--- config.mk ---
export PLATFORM = sky130hd
export DESIGN_NAME = ds3_tx_overhead_alarm_ctrl
export DESIGN_NICKNAME = d
export VERILOG_FILES = /design/src/ds3_tx_oh_pkg.sv /design/src/ds3_tx_overhead_alarm_ctrl.sv
export SDC_FILE = /design/constraint.sdc
export NUM_CORES = 1
export LEC_CHECK = 0
export ABC_CLOCK_PERIOD_IN_PS = 2280
export BUFFER_PORTS_ARGS = -buffer_cell sky130_fd_sc_hd__buf_4
export CAP_MARGIN = 10
export CORE_ASPECT_RATIO = 0.75
export CORE_MARGIN = 3
export CORE_UTILIZATION = 50
export CTS_CLUSTER_DIAMETER = 60
export DETAILED_ROUTE_END_ITERATION = 16
export PLACE_DENSITY = 0.72
export SETUP_SLACK_MARGIN = 0.15
export SYNTH_ARGS = -nofsm -noshare
export SYNTH_HDL_FRONTEND = slang
export SYNTH_SLANG_ARGS = --single-unit
--- constraint.sdc ---
create_clock -name ref_clk_i -period 2.28 [get_ports ref_clk_i]
set_input_delay 0.456 -clock ref_clk_i [delete_from_list [all_inputs] [get_ports ref_clk_i]]
set_output_delay 0.456 -clock ref_clk_i [all_outputs]
set_load 0.02 [all_outputs]
--- src/ds3_tx_oh_pkg.sv ---
// Constants for the DS3 transmit overhead and alarm message controller.
`default_nettype none

package ds3_tx_oh_pkg;

  // Register offsets.
  localparam logic [7:0] CFG_OFFSET = 8'h30;
  localparam logic [7:0] MSG_CTRL_OFFSET = 8'h31;
  localparam logic [7:0] MSG_CODE_OFFSET = 8'h32;

  // Configuration register fields.
  localparam int CFG_YELLOW_BIT = 7;
  localparam int CFG_X_ONES_BIT = 6;
  localparam int CFG_IDLE_BIT = 5;
  localparam int CFG_AIS_BIT = 4;
  localparam int CFG_LOS_BIT = 3;
  localparam int CFG_Y_LOS_BIT = 2;
  localparam int CFG_Y_OOF_BIT = 1;
  localparam int CFG_Y_AIS_BIT = 0;
  localparam logic [7:0] CFG_RESET = 8'h07;

  // Message control and status register fields.
  localparam int CTRL_IRQ_EN_BIT = 4;
  localparam int CTRL_IRQ_ST_BIT = 3;
  localparam int CTRL_ENABLE_BIT = 2;
  localparam int CTRL_GO_BIT = 1;
  localparam int CTRL_BUSY_BIT = 0;

  // Message code register fields.
  localparam int CODE_LSB = 1;
  localparam int CODE_MSB = 6;
  localparam int CODE_W = 6;
  localparam logic [5:0] CODE_RESET = 6'h3F;

  // Message framing: a zero, the code, a zero, then eight ones.
  localparam int MSG_BITS = 16;
  localparam int MSG_REPEATS = 10;
  localparam logic [7:0] MSG_FLAG = 8'hFF;

  // Class of the current outbound bit, given by the framer core.
  localparam logic [2:0] KIND_PAYLOAD = 3'h0;
  localparam logic [2:0] KIND_MFP = 3'h1;
  localparam logic [2:0] KIND_X = 3'h2;
  localparam logic [2:0] KIND_C = 3'h3;
  localparam logic [2:0] KIND_MSG = 3'h4;

  // Subframe that carries the CP-bits.
  localparam logic [2:0] CP_SUBFRAME = 3'h3;

  // Payload pattern phases.
  localparam logic [1:0] PAT_IDLE = 2'h3;

  typedef enum logic [1:0] {
    MSG_IDLE = 2'b00,
    MSG_SEND = 2'b01,
    MSG_DONE = 2'b11
  } msg_state_t;

endpackage

`default_nettype wire

--- src/ds3_tx_overhead_alarm_ctrl.sv ---
// DS3 transmit overhead, alarm pattern and alarm message controller.
//
// How it works
// [RULE1] Yellow control forces every X-bit to zero.
// [RULE2] Yellow ignored under LOS, AIS or idle.
// [RULE3] Force-ones control drives every X-bit high.
// [RULE4] Force-ones ignored under LOS, AIS, idle, yellow.
// [RULE5] Idle: CP-bits zero, X one, 1100 payload.
// [RULE6] Idle ignored under LOS or AIS.
// [RULE7] AIS: C-bits zero, X one, 1010 payload.
// [RULE8] LOS simulation sends continuous all zeros.
// [RULE9] Receiver LOS, OUT_OF_FRAME, AIS raise yellow, each enabled.
// [RULE10] Message sender idle while its enable is low.
// [RULE11] Go sends framed 16-bit message ten times.
// [RULE12] Busy high until tenth message finishes.
// [RULE13] Completion status set at end, cleared on read.
// [RULE14] Completion interrupt gated by its enable bit.
// [RULE15] Code in bits 6..1, reset ones, message slot.
// [RULE16] Reset-upon-read status clears when register read.
// [RULE17] Interrupt high while status and enable both set.
`timescale 1ns/100ps
`default_nettype none

module ds3_tx_overhead_alarm_ctrl
  import ds3_tx_oh_pkg::*;
#(
  parameter int ADDR_W = 8
) (
  // Clock, reset and clock enable.
  input wire logic ref_clk_i,
  input wire logic rst_n_i,
  input wire logic ce_i,
  // Register port.
  input wire logic [ADDR_W-1:0] addr_i,
  input wire logic [7:0] wdata_i,
  input wire logic wr_i,
  input wire logic rd_i,
  output logic [7:0] rdata_o,
  // Receive framer conditions of the same channel.
  input wire logic rx_los_i,
  input wire logic rx_oof_i,
  input wire logic rx_ais_i,
  // Outbound stream from the framer core.
  input wire logic bit_valid_i,
  input wire logic [2:0] bit_kind_i,
  input wire logic [2:0] subframe_i,
  input wire logic tx_bit_i,
  // Outbound stream to the line interface.
  output logic tx_valid_o,
  output logic tx_bit_o,
  // Status and interrupt.
  output logic alarm_msg_busy_o,
  output logic irq_o
);

  logic rst_sync1_q;
  logic rst_sync2_q;
  logic rst_n;

  // Register state.
  logic [7:0] cfg_q;
  logic alarm_msg_irq_enable_q;
  logic alarm_msg_irq_status_q;
  logic alarm_msg_enable_q;
  logic alarm_msg_go_q;
  logic [CODE_W-1:0] alarm_msg_code_q;
  logic [7:0] rdata_q;

  // Message sender state.
  msg_state_t msg_state_q;
  msg_state_t msg_state_d;
  logic [MSG_BITS-1:0] msg_shift_q;
  logic [3:0] bit_cnt_q;
  logic [3:0] rep_cnt_q;
  logic done_evt;
  logic start_evt;
  logic slot_hit;

  // Stream state.
  logic [1:0] pat_phase_q;
  logic tx_bit_q;
  logic tx_valid_q;

  // Decoded controls.
  logic wr_cfg;
  logic wr_ctrl;
  logic wr_code;
  logic rd_ctrl;
  logic simulate_signal_loss;
  logic send_alarm_indication;
  logic send_idle;
  logic yellow_cmd;
  logic force_x_ones;
  logic yellow_on_signal_loss;
  logic yellow_on_out_of_frame;
  logic yellow_on_alarm_indication;
  logic auto_yellow;
  logic out_bit;

  // Reset release through two flip-flops.
  always_ff @(posedge ref_clk_i or negedge rst_n_i) begin
    if (!rst_n_i) begin
      rst_sync1_q <= 1'b0;
      rst_sync2_q <= 1'b0;
    end else begin
      rst_sync1_q <= 1'b1;
      rst_sync2_q <= rst_sync1_q;
    end
  end

  assign rst_n = rst_sync2_q;

  // Address decode.
  assign wr_cfg = wr_i && (addr_i == ADDR_W'(CFG_OFFSET));
  assign wr_ctrl = wr_i && (addr_i == ADDR_W'(MSG_CTRL_OFFSET));
  assign wr_code = wr_i && (addr_i == ADDR_W'(MSG_CODE_OFFSET));
  assign rd_ctrl = rd_i && (addr_i == ADDR_W'(MSG_CTRL_OFFSET));

  // Configuration register.
  always_ff @(posedge ref_clk_i or negedge rst_n) begin
    if (!rst_n) begin
      cfg_q <= CFG_RESET; // [RULE9]
    end else if (ce_i && wr_cfg) begin
      cfg_q <= wdata_i;
    end
  end

  assign simulate_signal_loss = cfg_q[CFG_LOS_BIT];
  assign send_alarm_indication = cfg_q[CFG_AIS_BIT];
  assign send_idle = cfg_q[CFG_IDLE_BIT];
  assign yellow_cmd = cfg_q[CFG_YELLOW_BIT];
  assign force_x_ones = cfg_q[CFG_X_ONES_BIT];
  assign yellow_on_signal_loss = cfg_q[CFG_Y_LOS_BIT];
  assign yellow_on_out_of_frame = cfg_q[CFG_Y_OOF_BIT];
  assign yellow_on_alarm_indication = cfg_q[CFG_Y_AIS_BIT];

  // Receiver conditions each raise a yellow alarm when enabled.
  assign auto_yellow = (rx_los_i && yellow_on_signal_loss) ||
                       (rx_oof_i && yellow_on_out_of_frame) ||
                       (rx_ais_i && yellow_on_alarm_indication); // [RULE9]

  // Message control: enable and interrupt enable.
  always_ff @(posedge ref_clk_i or negedge rst_n) begin
    if (!rst_n) begin
      alarm_msg_enable_q <= 1'b0;
      alarm_msg_irq_enable_q <= 1'b0;
    end else if (ce_i && wr_ctrl) begin
      alarm_msg_enable_q <= wdata_i[CTRL_ENABLE_BIT];
      alarm_msg_irq_enable_q <= wdata_i[CTRL_IRQ_EN_BIT]; // [RULE14]
    end
  end

  // Go stays pending until the sender accepts it, then clears itself.
  always_ff @(posedge ref_clk_i or negedge rst_n) begin
    if (!rst_n) begin
      alarm_msg_go_q <= 1'b0;
    end else if (ce_i) begin
      if (wr_ctrl && wdata_i[CTRL_GO_BIT]) begin
        alarm_msg_go_q <= 1'b1;
      end else if (start_evt) begin
        alarm_msg_go_q <= 1'b0;
      end
    end
  end

  // Completion status: a new completion wins over a clear in the same cycle.
  always_ff @(posedge ref_clk_i or negedge rst_n) begin
    if (!rst_n) begin
      alarm_msg_irq_status_q <= 1'b0;
    end else if (ce_i) begin
      if (done_evt) begin
        alarm_msg_irq_status_q <= 1'b1; // [RULE13]
      end else if (rd_ctrl) begin
        alarm_msg_irq_status_q <= 1'b0; // [RULE16]
      end else if (wr_ctrl && wdata_i[CTRL_IRQ_ST_BIT]) begin
        alarm_msg_irq_status_q <= 1'b0;
      end
    end
  end

  // Message code register.
  always_ff @(posedge ref_clk_i or negedge rst_n) begin
    if (!rst_n) begin
      alarm_msg_code_q <= CODE_RESET; // [RULE15]
    end else if (ce_i && wr_code) begin
      alarm_msg_code_q <= wdata_i[CODE_MSB:CODE_LSB]; // [RULE15]
    end
  end

  // Read data, valid in the cycle after the read strobe.
  always_ff @(posedge ref_clk_i or negedge rst_n) begin
    if (!rst_n) begin
      rdata_q <= 8'h00;
    end else if (ce_i) begin
      rdata_q <= 8'h00;
      if (rd_i) begin
        case (addr_i)
          ADDR_W'(CFG_OFFSET): begin
            rdata_q <= cfg_q;
          end
          ADDR_W'(MSG_CTRL_OFFSET): begin
            rdata_q[CTRL_IRQ_EN_BIT] <= alarm_msg_irq_enable_q;
            rdata_q[CTRL_IRQ_ST_BIT] <= alarm_msg_irq_status_q;
            rdata_q[CTRL_ENABLE_BIT] <= alarm_msg_enable_q;
            rdata_q[CTRL_GO_BIT] <= alarm_msg_go_q;
            rdata_q[CTRL_BUSY_BIT] <= alarm_msg_busy_o;
          end
          ADDR_W'(MSG_CODE_OFFSET): begin
            rdata_q[CODE_MSB:CODE_LSB] <= alarm_msg_code_q;
          end
          default: begin
            rdata_q <= 8'h00;
          end
        endcase
      end
    end
  end

  assign rdata_o = rdata_q;

  // A message slot is the bit position that carries the alarm message.
  assign slot_hit = ce_i && bit_valid_i && (bit_kind_i == KIND_MSG);
  assign start_evt = ce_i && (msg_state_q == MSG_IDLE) &&
                     alarm_msg_go_q && alarm_msg_enable_q; // [RULE10]
  assign done_evt = ce_i && (msg_state_q == MSG_DONE);

  // Sender state machine.
  always_comb begin
    msg_state_d = msg_state_q;
    case (msg_state_q)
      MSG_IDLE: begin
        if (start_evt) begin
          msg_state_d = MSG_SEND; // [RULE11]
        end
      end
      MSG_SEND: begin
        if (!alarm_msg_enable_q) begin
          msg_state_d = MSG_IDLE; // [RULE10]
        end else if (slot_hit && (bit_cnt_q == 4'(MSG_BITS - 1)) &&
                     (rep_cnt_q == 4'(MSG_REPEATS - 1))) begin
          msg_state_d = MSG_DONE; // [RULE11]
        end
      end
      MSG_DONE: begin
        msg_state_d = MSG_IDLE;
      end
      default: begin
        msg_state_d = MSG_IDLE;
      end
    endcase
  end

  always_ff @(posedge ref_clk_i or negedge rst_n) begin
    if (!rst_n) begin
      msg_state_q <= MSG_IDLE;
    end else if (ce_i) begin
      msg_state_q <= msg_state_d;
    end
  end

  // Message shifter and counters; the code is captured when sending starts.
  always_ff @(posedge ref_clk_i or negedge rst_n) begin
    if (!rst_n) begin
      msg_shift_q <= '1;
      bit_cnt_q <= 4'h0;
      rep_cnt_q <= 4'h0;
    end else if (ce_i) begin
      if (start_evt) begin
        msg_shift_q <= {MSG_FLAG, 1'b0, alarm_msg_code_q, 1'b0}; // [RULE11]
        bit_cnt_q <= 4'h0;
        rep_cnt_q <= 4'h0;
      end else if ((msg_state_q == MSG_SEND) && slot_hit) begin
        msg_shift_q <= {msg_shift_q[0], msg_shift_q[MSG_BITS-1:1]};
        bit_cnt_q <= bit_cnt_q + 4'h1;
        if (bit_cnt_q == 4'(MSG_BITS - 1)) begin
          bit_cnt_q <= 4'h0;
          rep_cnt_q <= rep_cnt_q + 4'h1; // [RULE11]
        end
      end
    end
  end

  assign alarm_msg_busy_o = (msg_state_q != MSG_IDLE); // [RULE12]
  assign irq_o = alarm_msg_irq_status_q && alarm_msg_irq_enable_q; // [RULE14] [RULE17]

  // Payload pattern phase advances on payload bits only.
  always_ff @(posedge ref_clk_i or negedge rst_n) begin
    if (!rst_n) begin
      pat_phase_q <= 2'h0;
    end else if (ce_i && bit_valid_i && (bit_kind_i == KIND_PAYLOAD)) begin
      pat_phase_q <= pat_phase_q + 2'h1;
    end
  end

  // Outbound bit selection, strongest condition first.
  always_comb begin
    out_bit = tx_bit_i;
    if (simulate_signal_loss) begin
      out_bit = 1'b0; // [RULE8]
    end else if (send_alarm_indication) begin
      case (bit_kind_i)
        KIND_PAYLOAD: out_bit = ~pat_phase_q[0]; // [RULE7]
        KIND_X: out_bit = 1'b1; // [RULE7]
        KIND_C, KIND_MSG: out_bit = 1'b0; // [RULE7]
        default: out_bit = tx_bit_i;
      endcase
    end else if (send_idle) begin // [RULE6]
      case (bit_kind_i)
        KIND_PAYLOAD: out_bit = (pat_phase_q < PAT_IDLE - 2'h1); // [RULE5]
        KIND_X: out_bit = 1'b1; // [RULE5]
        KIND_C: out_bit = (subframe_i == CP_SUBFRAME) ? 1'b0 : tx_bit_i; // [RULE5]
        KIND_MSG: out_bit = (msg_state_q == MSG_SEND) ? msg_shift_q[0] : 1'b1;
        default: out_bit = tx_bit_i;
      endcase
    end else begin
      case (bit_kind_i)
        KIND_X: begin
          if (yellow_cmd) begin
            out_bit = 1'b0; // [RULE1] [RULE2]
          end else if (force_x_ones) begin
            out_bit = 1'b1; // [RULE3] [RULE4]
          end else begin
            out_bit = ~auto_yellow; // [RULE1] [RULE9]
          end
        end
        // Only the sending state drives the slot, so the completion cycle adds no bit.
        KIND_MSG: out_bit = (msg_state_q == MSG_SEND) ? msg_shift_q[0] : 1'b1; // [RULE15]
        default: out_bit = tx_bit_i;
      endcase
    end
  end

  // Registered outbound stream.
  always_ff @(posedge ref_clk_i or negedge rst_n) begin
    if (!rst_n) begin
      tx_bit_q <= 1'b0;
      tx_valid_q <= 1'b0;
    end else if (ce_i) begin
      tx_valid_q <= bit_valid_i;
      tx_bit_q <= bit_valid_i ? out_bit : 1'b0;
    end
  end

  assign tx_bit_o = tx_bit_q;
  assign tx_valid_o = tx_valid_q;

endmodule

`default_nettype wire

[Word level (Yosys, flattened, before mapping)]
Cells that the tools add are included.
Storage, ports and cells
  bits in registers: 58
  word-level logic and storage cells: 106
Cells by class
  add/subtract/negate cells: 3
  order comparisons: 1
  equal/unequal tests: 13
  multiplexer cells: 33
  bitwise logic cells: 2
  reductions and logical operators: 38
Operator list (count)
  $mux W16: 2
  $eq A8 B6 Y1 const B: 3
  $mux W4: 6
  $logic_and A1 B1 Y1: 23
  $mux W1: 14
  $pmux W4 S3: 1
  $eq A3 B2 Y1 const B: 3
  $add A4 B1 Y4 const B: 2
  $eq A4 B4 Y1 const B: 2
  $mux W8: 1
  $pmux W2 S2: 2
  $reduce_bool A2 Y1: 4
  $mux W2: 3
  $reduce_and A2 Y1: 3
  $reduce_and A3 Y1: 2
  $pmux W1 S2: 2
  $pmux W1 S4: 1
  $eq A3 B3 Y1 const B: 1
  $logic_not A3 Y1: 1
  $ne A3 B3 Y1 const B: 1
  $pmux W1 S3: 1
  $reduce_bool A3 Y1: 1
  $add A2 B1 Y2 const B: 1
  $eq A2 B1 Y1 const B: 1
  other kinds (7): 9

[Depth between registers and ports, before layout]
  depth in word-level cells: 11
  mapped depth: 6
  mapped depth without buffers: 5

[Worst setup path before layout]
OpenSTA, ideal clock, no wires.
  path kind: input port to flip-flop
  from: input addr_i[7]
  to: register alarm_msg_code_q[0]
  library setup time: 82 ps
  arrival: 1698 ps
  slack: 500 ps
  stages on the path: 5
  path buffers: 1
  cell sequence: nor2_2 -> nand4_4 -> or4b_4 -> buf_6 -> mux2_4
Between the ends
  cells in the longest elaborated chain, start to end: 3
RTL lines
  from (decl): RTL line ds3_tx_overhead_alarm_ctrl.sv:34  | input wire logic [ADDR_W-1:0] addr_i,
  $eq A8 B6 Y1: RTL line ds3_tx_overhead_alarm_ctrl.sv:116  | assign wr_code = wr_i && (addr_i == ADDR_W'(MSG_CODE_OFFSET));
  $logic_and A1 B1 Y1: RTL line ds3_tx_overhead_alarm_ctrl.sv:116
  $logic_and A1 B1 Y1: RTL line ds3_tx_overhead_alarm_ctrl.sv:185  | end else if (ce_i && wr_code) begin
  to (signal assigned): RTL line ds3_tx_overhead_alarm_ctrl.sv:186  | alarm_msg_code_q <= wdata_i[CODE_MSB:CODE_LSB];
  to (decl): RTL line ds3_tx_overhead_alarm_ctrl.sv:66  | logic [CODE_W-1:0] alarm_msg_code_q;
Every way passes these cells.
A chain may end at the register's enable or synchronous reset.

[Worst setup path in the final report]
  from: register msg_state_q[1]
  to: output alarm_msg_busy_o
Between the ends
  cells in the longest elaborated chain, start to end: 1
RTL lines
  from (decl): RTL line ds3_tx_overhead_alarm_ctrl.sv:70  | msg_state_t msg_state_q;
  from (signal assigned): RTL line ds3_tx_overhead_alarm_ctrl.sv:257  | msg_state_q <= msg_state_d;
  $reduce_bool A2 Y1: RTL line ds3_tx_overhead_alarm_ctrl.sv:283  | assign alarm_msg_busy_o = (msg_state_q != MSG_IDLE);
  to (decl): RTL line ds3_tx_overhead_alarm_ctrl.sv:52  | output logic alarm_msg_busy_o,
Every way passes these cells.

==> metrics <==
outcome complete, no violations; setup tns final 0 ns; multi-input logic area 0.001201 mm²; GPL Wtd Cong 0.8337; final hold slack 0.2074 ns; I/O Pins 44; synth warn 0; die outline area 0.006549 mm²; Worst-Skew Late Latency 0.34 ns; Setup CP Type flop to output port; startpoint types flop; number of synthesized flops with an enable pin 0; Max VDD drop 0.3852 mV; clock tree sinks 58; crit path max-delay cell type dfrtp_1; maxcap violations 0; period utilization 0.7463; Worst Hold Class flop to asynchronous set/reset pin; wirelength, routed 6155 µm; Clock Path Buffers 2; Tmin final 1.701 ns; Post-DRT Antenna Nets 0; Chip Height 70.84 µm; # nets final 335; htree depth 3; Rows 22; Critical Path RT 1.82 ns; leakage power 1.583 nW; Clock Skews 0.004142 ns; Seq. cell area 0.001484 mm²; Post-Route Utilization 0.6694; slowest stage delay, CP 0.43 ns; core area 0.005147 mm²; number of global-route vias before repair 2063; CP Max Fanout 6; Synth Flop Type dfrtp_1; post-cts resize count 0; Seq/Total Area, Yosys 0.5290; FILL cells 425; Buffers on Ports 43; final setup vio count 0; crit path cell chain nor2_1, inv_1, buf_4; CP Data Arrival Time 1.25 ns; reg-to-reg endpoint bit_cnt_q[3]; asr flop ratio synth 1.000; Critical R2R Launch msg_state_q[1]; layout cells sized above 1 0.4000; area delta synth->final 22.95%; RSZ-0062 raised after global routing no; drt drc 0; clk root buf clkbuf_8; Num CTS Buffers 9; router iterations before antenna repair 5; initial antenna violation count 0; Vias 2081; Final Max Tran Viols 0; clock tree from TritonCTS done; Post-CTS Hold Buffers 1; first-pass GRT wire length 10160 µm; Final Hold Viols 0; R2R Setup Slk 0.59 ns; DP Wirelength 4472 µm; Avg Cell Area, Syn 11.30 µm²; die width 92.45 µm; pwr/cell area 654.3 mW/mm²; postcts setup bufs 0; largest net degree at the start of global routing 40; vias per inst 5.520; Reg clk slew, reported paths 0.06 ns; Peak Freq 587.7 MHz; syn nets 283; CP Capture Type output port; diode count 0; routed length per instance 16.33 µm; gr ovfl total 0; Initial DRC Count 94; Distinct cells, synth 58; worst r2r path cells 4; Cell Area, Synth 0.002803 mm²; All-Layer GR Usage 0.2064; Initial Utilization 0.5445; Cells after Synth 248; synthesized flop and latch total 58
## Yosys cell counts, types with 2 or more instances
cell type,n,area share
a21oi_1,16,0.029
mux2i_1,6,0.021
o22ai_1,3,0.0067
and2_1,2,0.0045
ha_1,3,0.013
nor2_2,2,0.0045
nor2b_1,3,0.0067
nor2_1,13,0.017
dfstp_2,25,0.23
o311ai_0,2,0.0063
o21ai_0,7,0.012
clkbuf_2,2,0.0036
a22o_1,5,0.016
o2bb2ai_1,9,0.028
a31oi_1,2,0.0045
a22oi_1,2,0.0054
inv_1,16,0.021
dfrtp_1,33,0.29
o22a_1,7,0.022
clkbuf_1,3,0.0040
xnor2_1,4,0.012
or2_2,2,0.0045
nand3_1,6,0.011
nand4_1,2,0.0045
buf_2,3,0.0054
mux2_2,11,0.044
or3_1,2,0.0045
mux2_4,6,0.032
nand2_1,21,0.028
a21o_1,2,0.0054
## stage by stage
| step | worst slack, ns | cell area (µm²) | total power, mW | instances |
|---|---|---|---|---|
| 2_1_floorplan | 0.5001 | 2803 | 1.221 | 248 |
| 4_1_cts | 0.5617 | 3446 | 2.288 | 377 |
| 3_3_place_gp | 0.3767 | 3231 | 1.308 | 360 |
| 3_5_place_dp | 0.3502 | 3231 | 1.311 | 360 |
| 5_1_grt | 0.4421 | 3446 | 2.360 | 377 |
| 6_report | 0.5785 | 3446 | 2.255 | 377 |
## how the worst max path moves through the flow
stage / startpoint / endpoint / slack (ns) / cells after the start
after floorplan: addr_i[7] / alarm_msg_code_q[0] / 0.50 / 5
after global placement: addr_i[7] / alarm_msg_code_q[5] / 0.38 / 5
after CTS: msg_state_q[1] / alarm_msg_busy_o / 0.56 / 3
final: msg_state_q[1] / alarm_msg_busy_o / 0.58 / 3
after detailed placement: addr_i[7] / alarm_msg_code_q[3] / 0.35 / 5
after global routing: msg_state_q[1] / msg_shift_q[9] / 0.44 / 5
## power breakdown
| part | switching [mW] | internal, mW | total, mW |
|---|---|---|---|
| Combinational | 0.0926 | 0.0945 | 0.187 |
| Sequential | 0.0309 | 1.08 | 1.11 |
| Clock | 0.397 | 0.562 | 0.959 |
| Total | 0.520 | 1.73 | 2.25 |
## cells in the final DEF, fill, tap and decap left out, types with 3 or more instances in the layout
| cell | netlist | final |
|---|---|---|
| clkbuf_8 | 0 | 11 |
| nor2b_1 | 3 | 3 |
| xnor2_1 | 4 | 4 |
| a22o_1 | 5 | 5 |
| ha_1 | 3 | 3 |
| o2bb2ai_1 | 9 | 9 |
| inv_1 | 16 | 16 |
| buf_4 | 1 | 50 |
| o22a_1 | 7 | 7 |
| a21oi_1 | 16 | 16 |
| dfstp_2 | 25 | 25 |
| nor2_1 | 13 | 13 |
| o21ai_0 | 7 | 7 |
| mux2i_1 | 6 | 6 |
| nand2_1 | 21 | 21 |
| nand3_1 | 6 | 6 |
| o22ai_1 | 3 | 3 |
| mux2_4 | 6 | 6 |
| mux2_2 | 11 | 11 |
| dfrtp_1 | 33 | 32 |
## metal layers
layer	part of all wire	vias to the layer above	track usage	wire (µm)
met5	0	-	0	0
met1	0.50	1025	0.2977	3048
li1	-	1002	-	-
met3	0.060	6	0.08608	367
met4	0.0093	0	0.06096	57
met2	0.44	48	0.2830	2681
## kinds of logic (layout without fill, tap and decap cells)
group | Yosys count | in the layout | synth area share
buffers and inverters | 27 | 84 | 0.04241
AO/OA/AOI/OAI | 63 | 63 | 0.1612
XOR/XNOR | 5 | 5 | 0.01562
flip-flops | 58 | 58 | 0.5290
multiplexers | 23 | 23 | 0.09777
adder cells (fa/ha/maj) | 3 | 3 | 0.01339
AND/OR/NAND/NOR | 68 | 68 | 0.1393
other | 1 | 1 | 0.001338
## registers in the layout, summed over array words and instances, names as in the netlist, 2 cells and up
| register | count |
|---|---|
| msg_shift_q | 16 |
| cfg_q | 8 |
| rdata_o | 8 |
| alarm_msg_code_q | 6 |
| bit_cnt_q | 4 |
| rep_cnt_q | 4 |
| msg_state_q | 2 |
| pat_phase_q | 2 |
## critical path, delay by kind of cell (launching register included)
kind                   cells  cell delay (ns)
flip-flops                 1             0.43
buffers and inverters      2             0.25
AND/OR/NAND/NOR            1             0.22
## cell type report
cell class,count,share of cell area
Tap cell,72,0.02614
Timing Repair Buffer,52,0.1176
Multi-Input combinational cell,163,0.3486
Sequential cell,58,0.4306
Clock buffer,12,0.04503
Inverter,16,0.01743
Clock inverter,4,0.01452
Note: power is estimated with default switching activity, not from simulation.
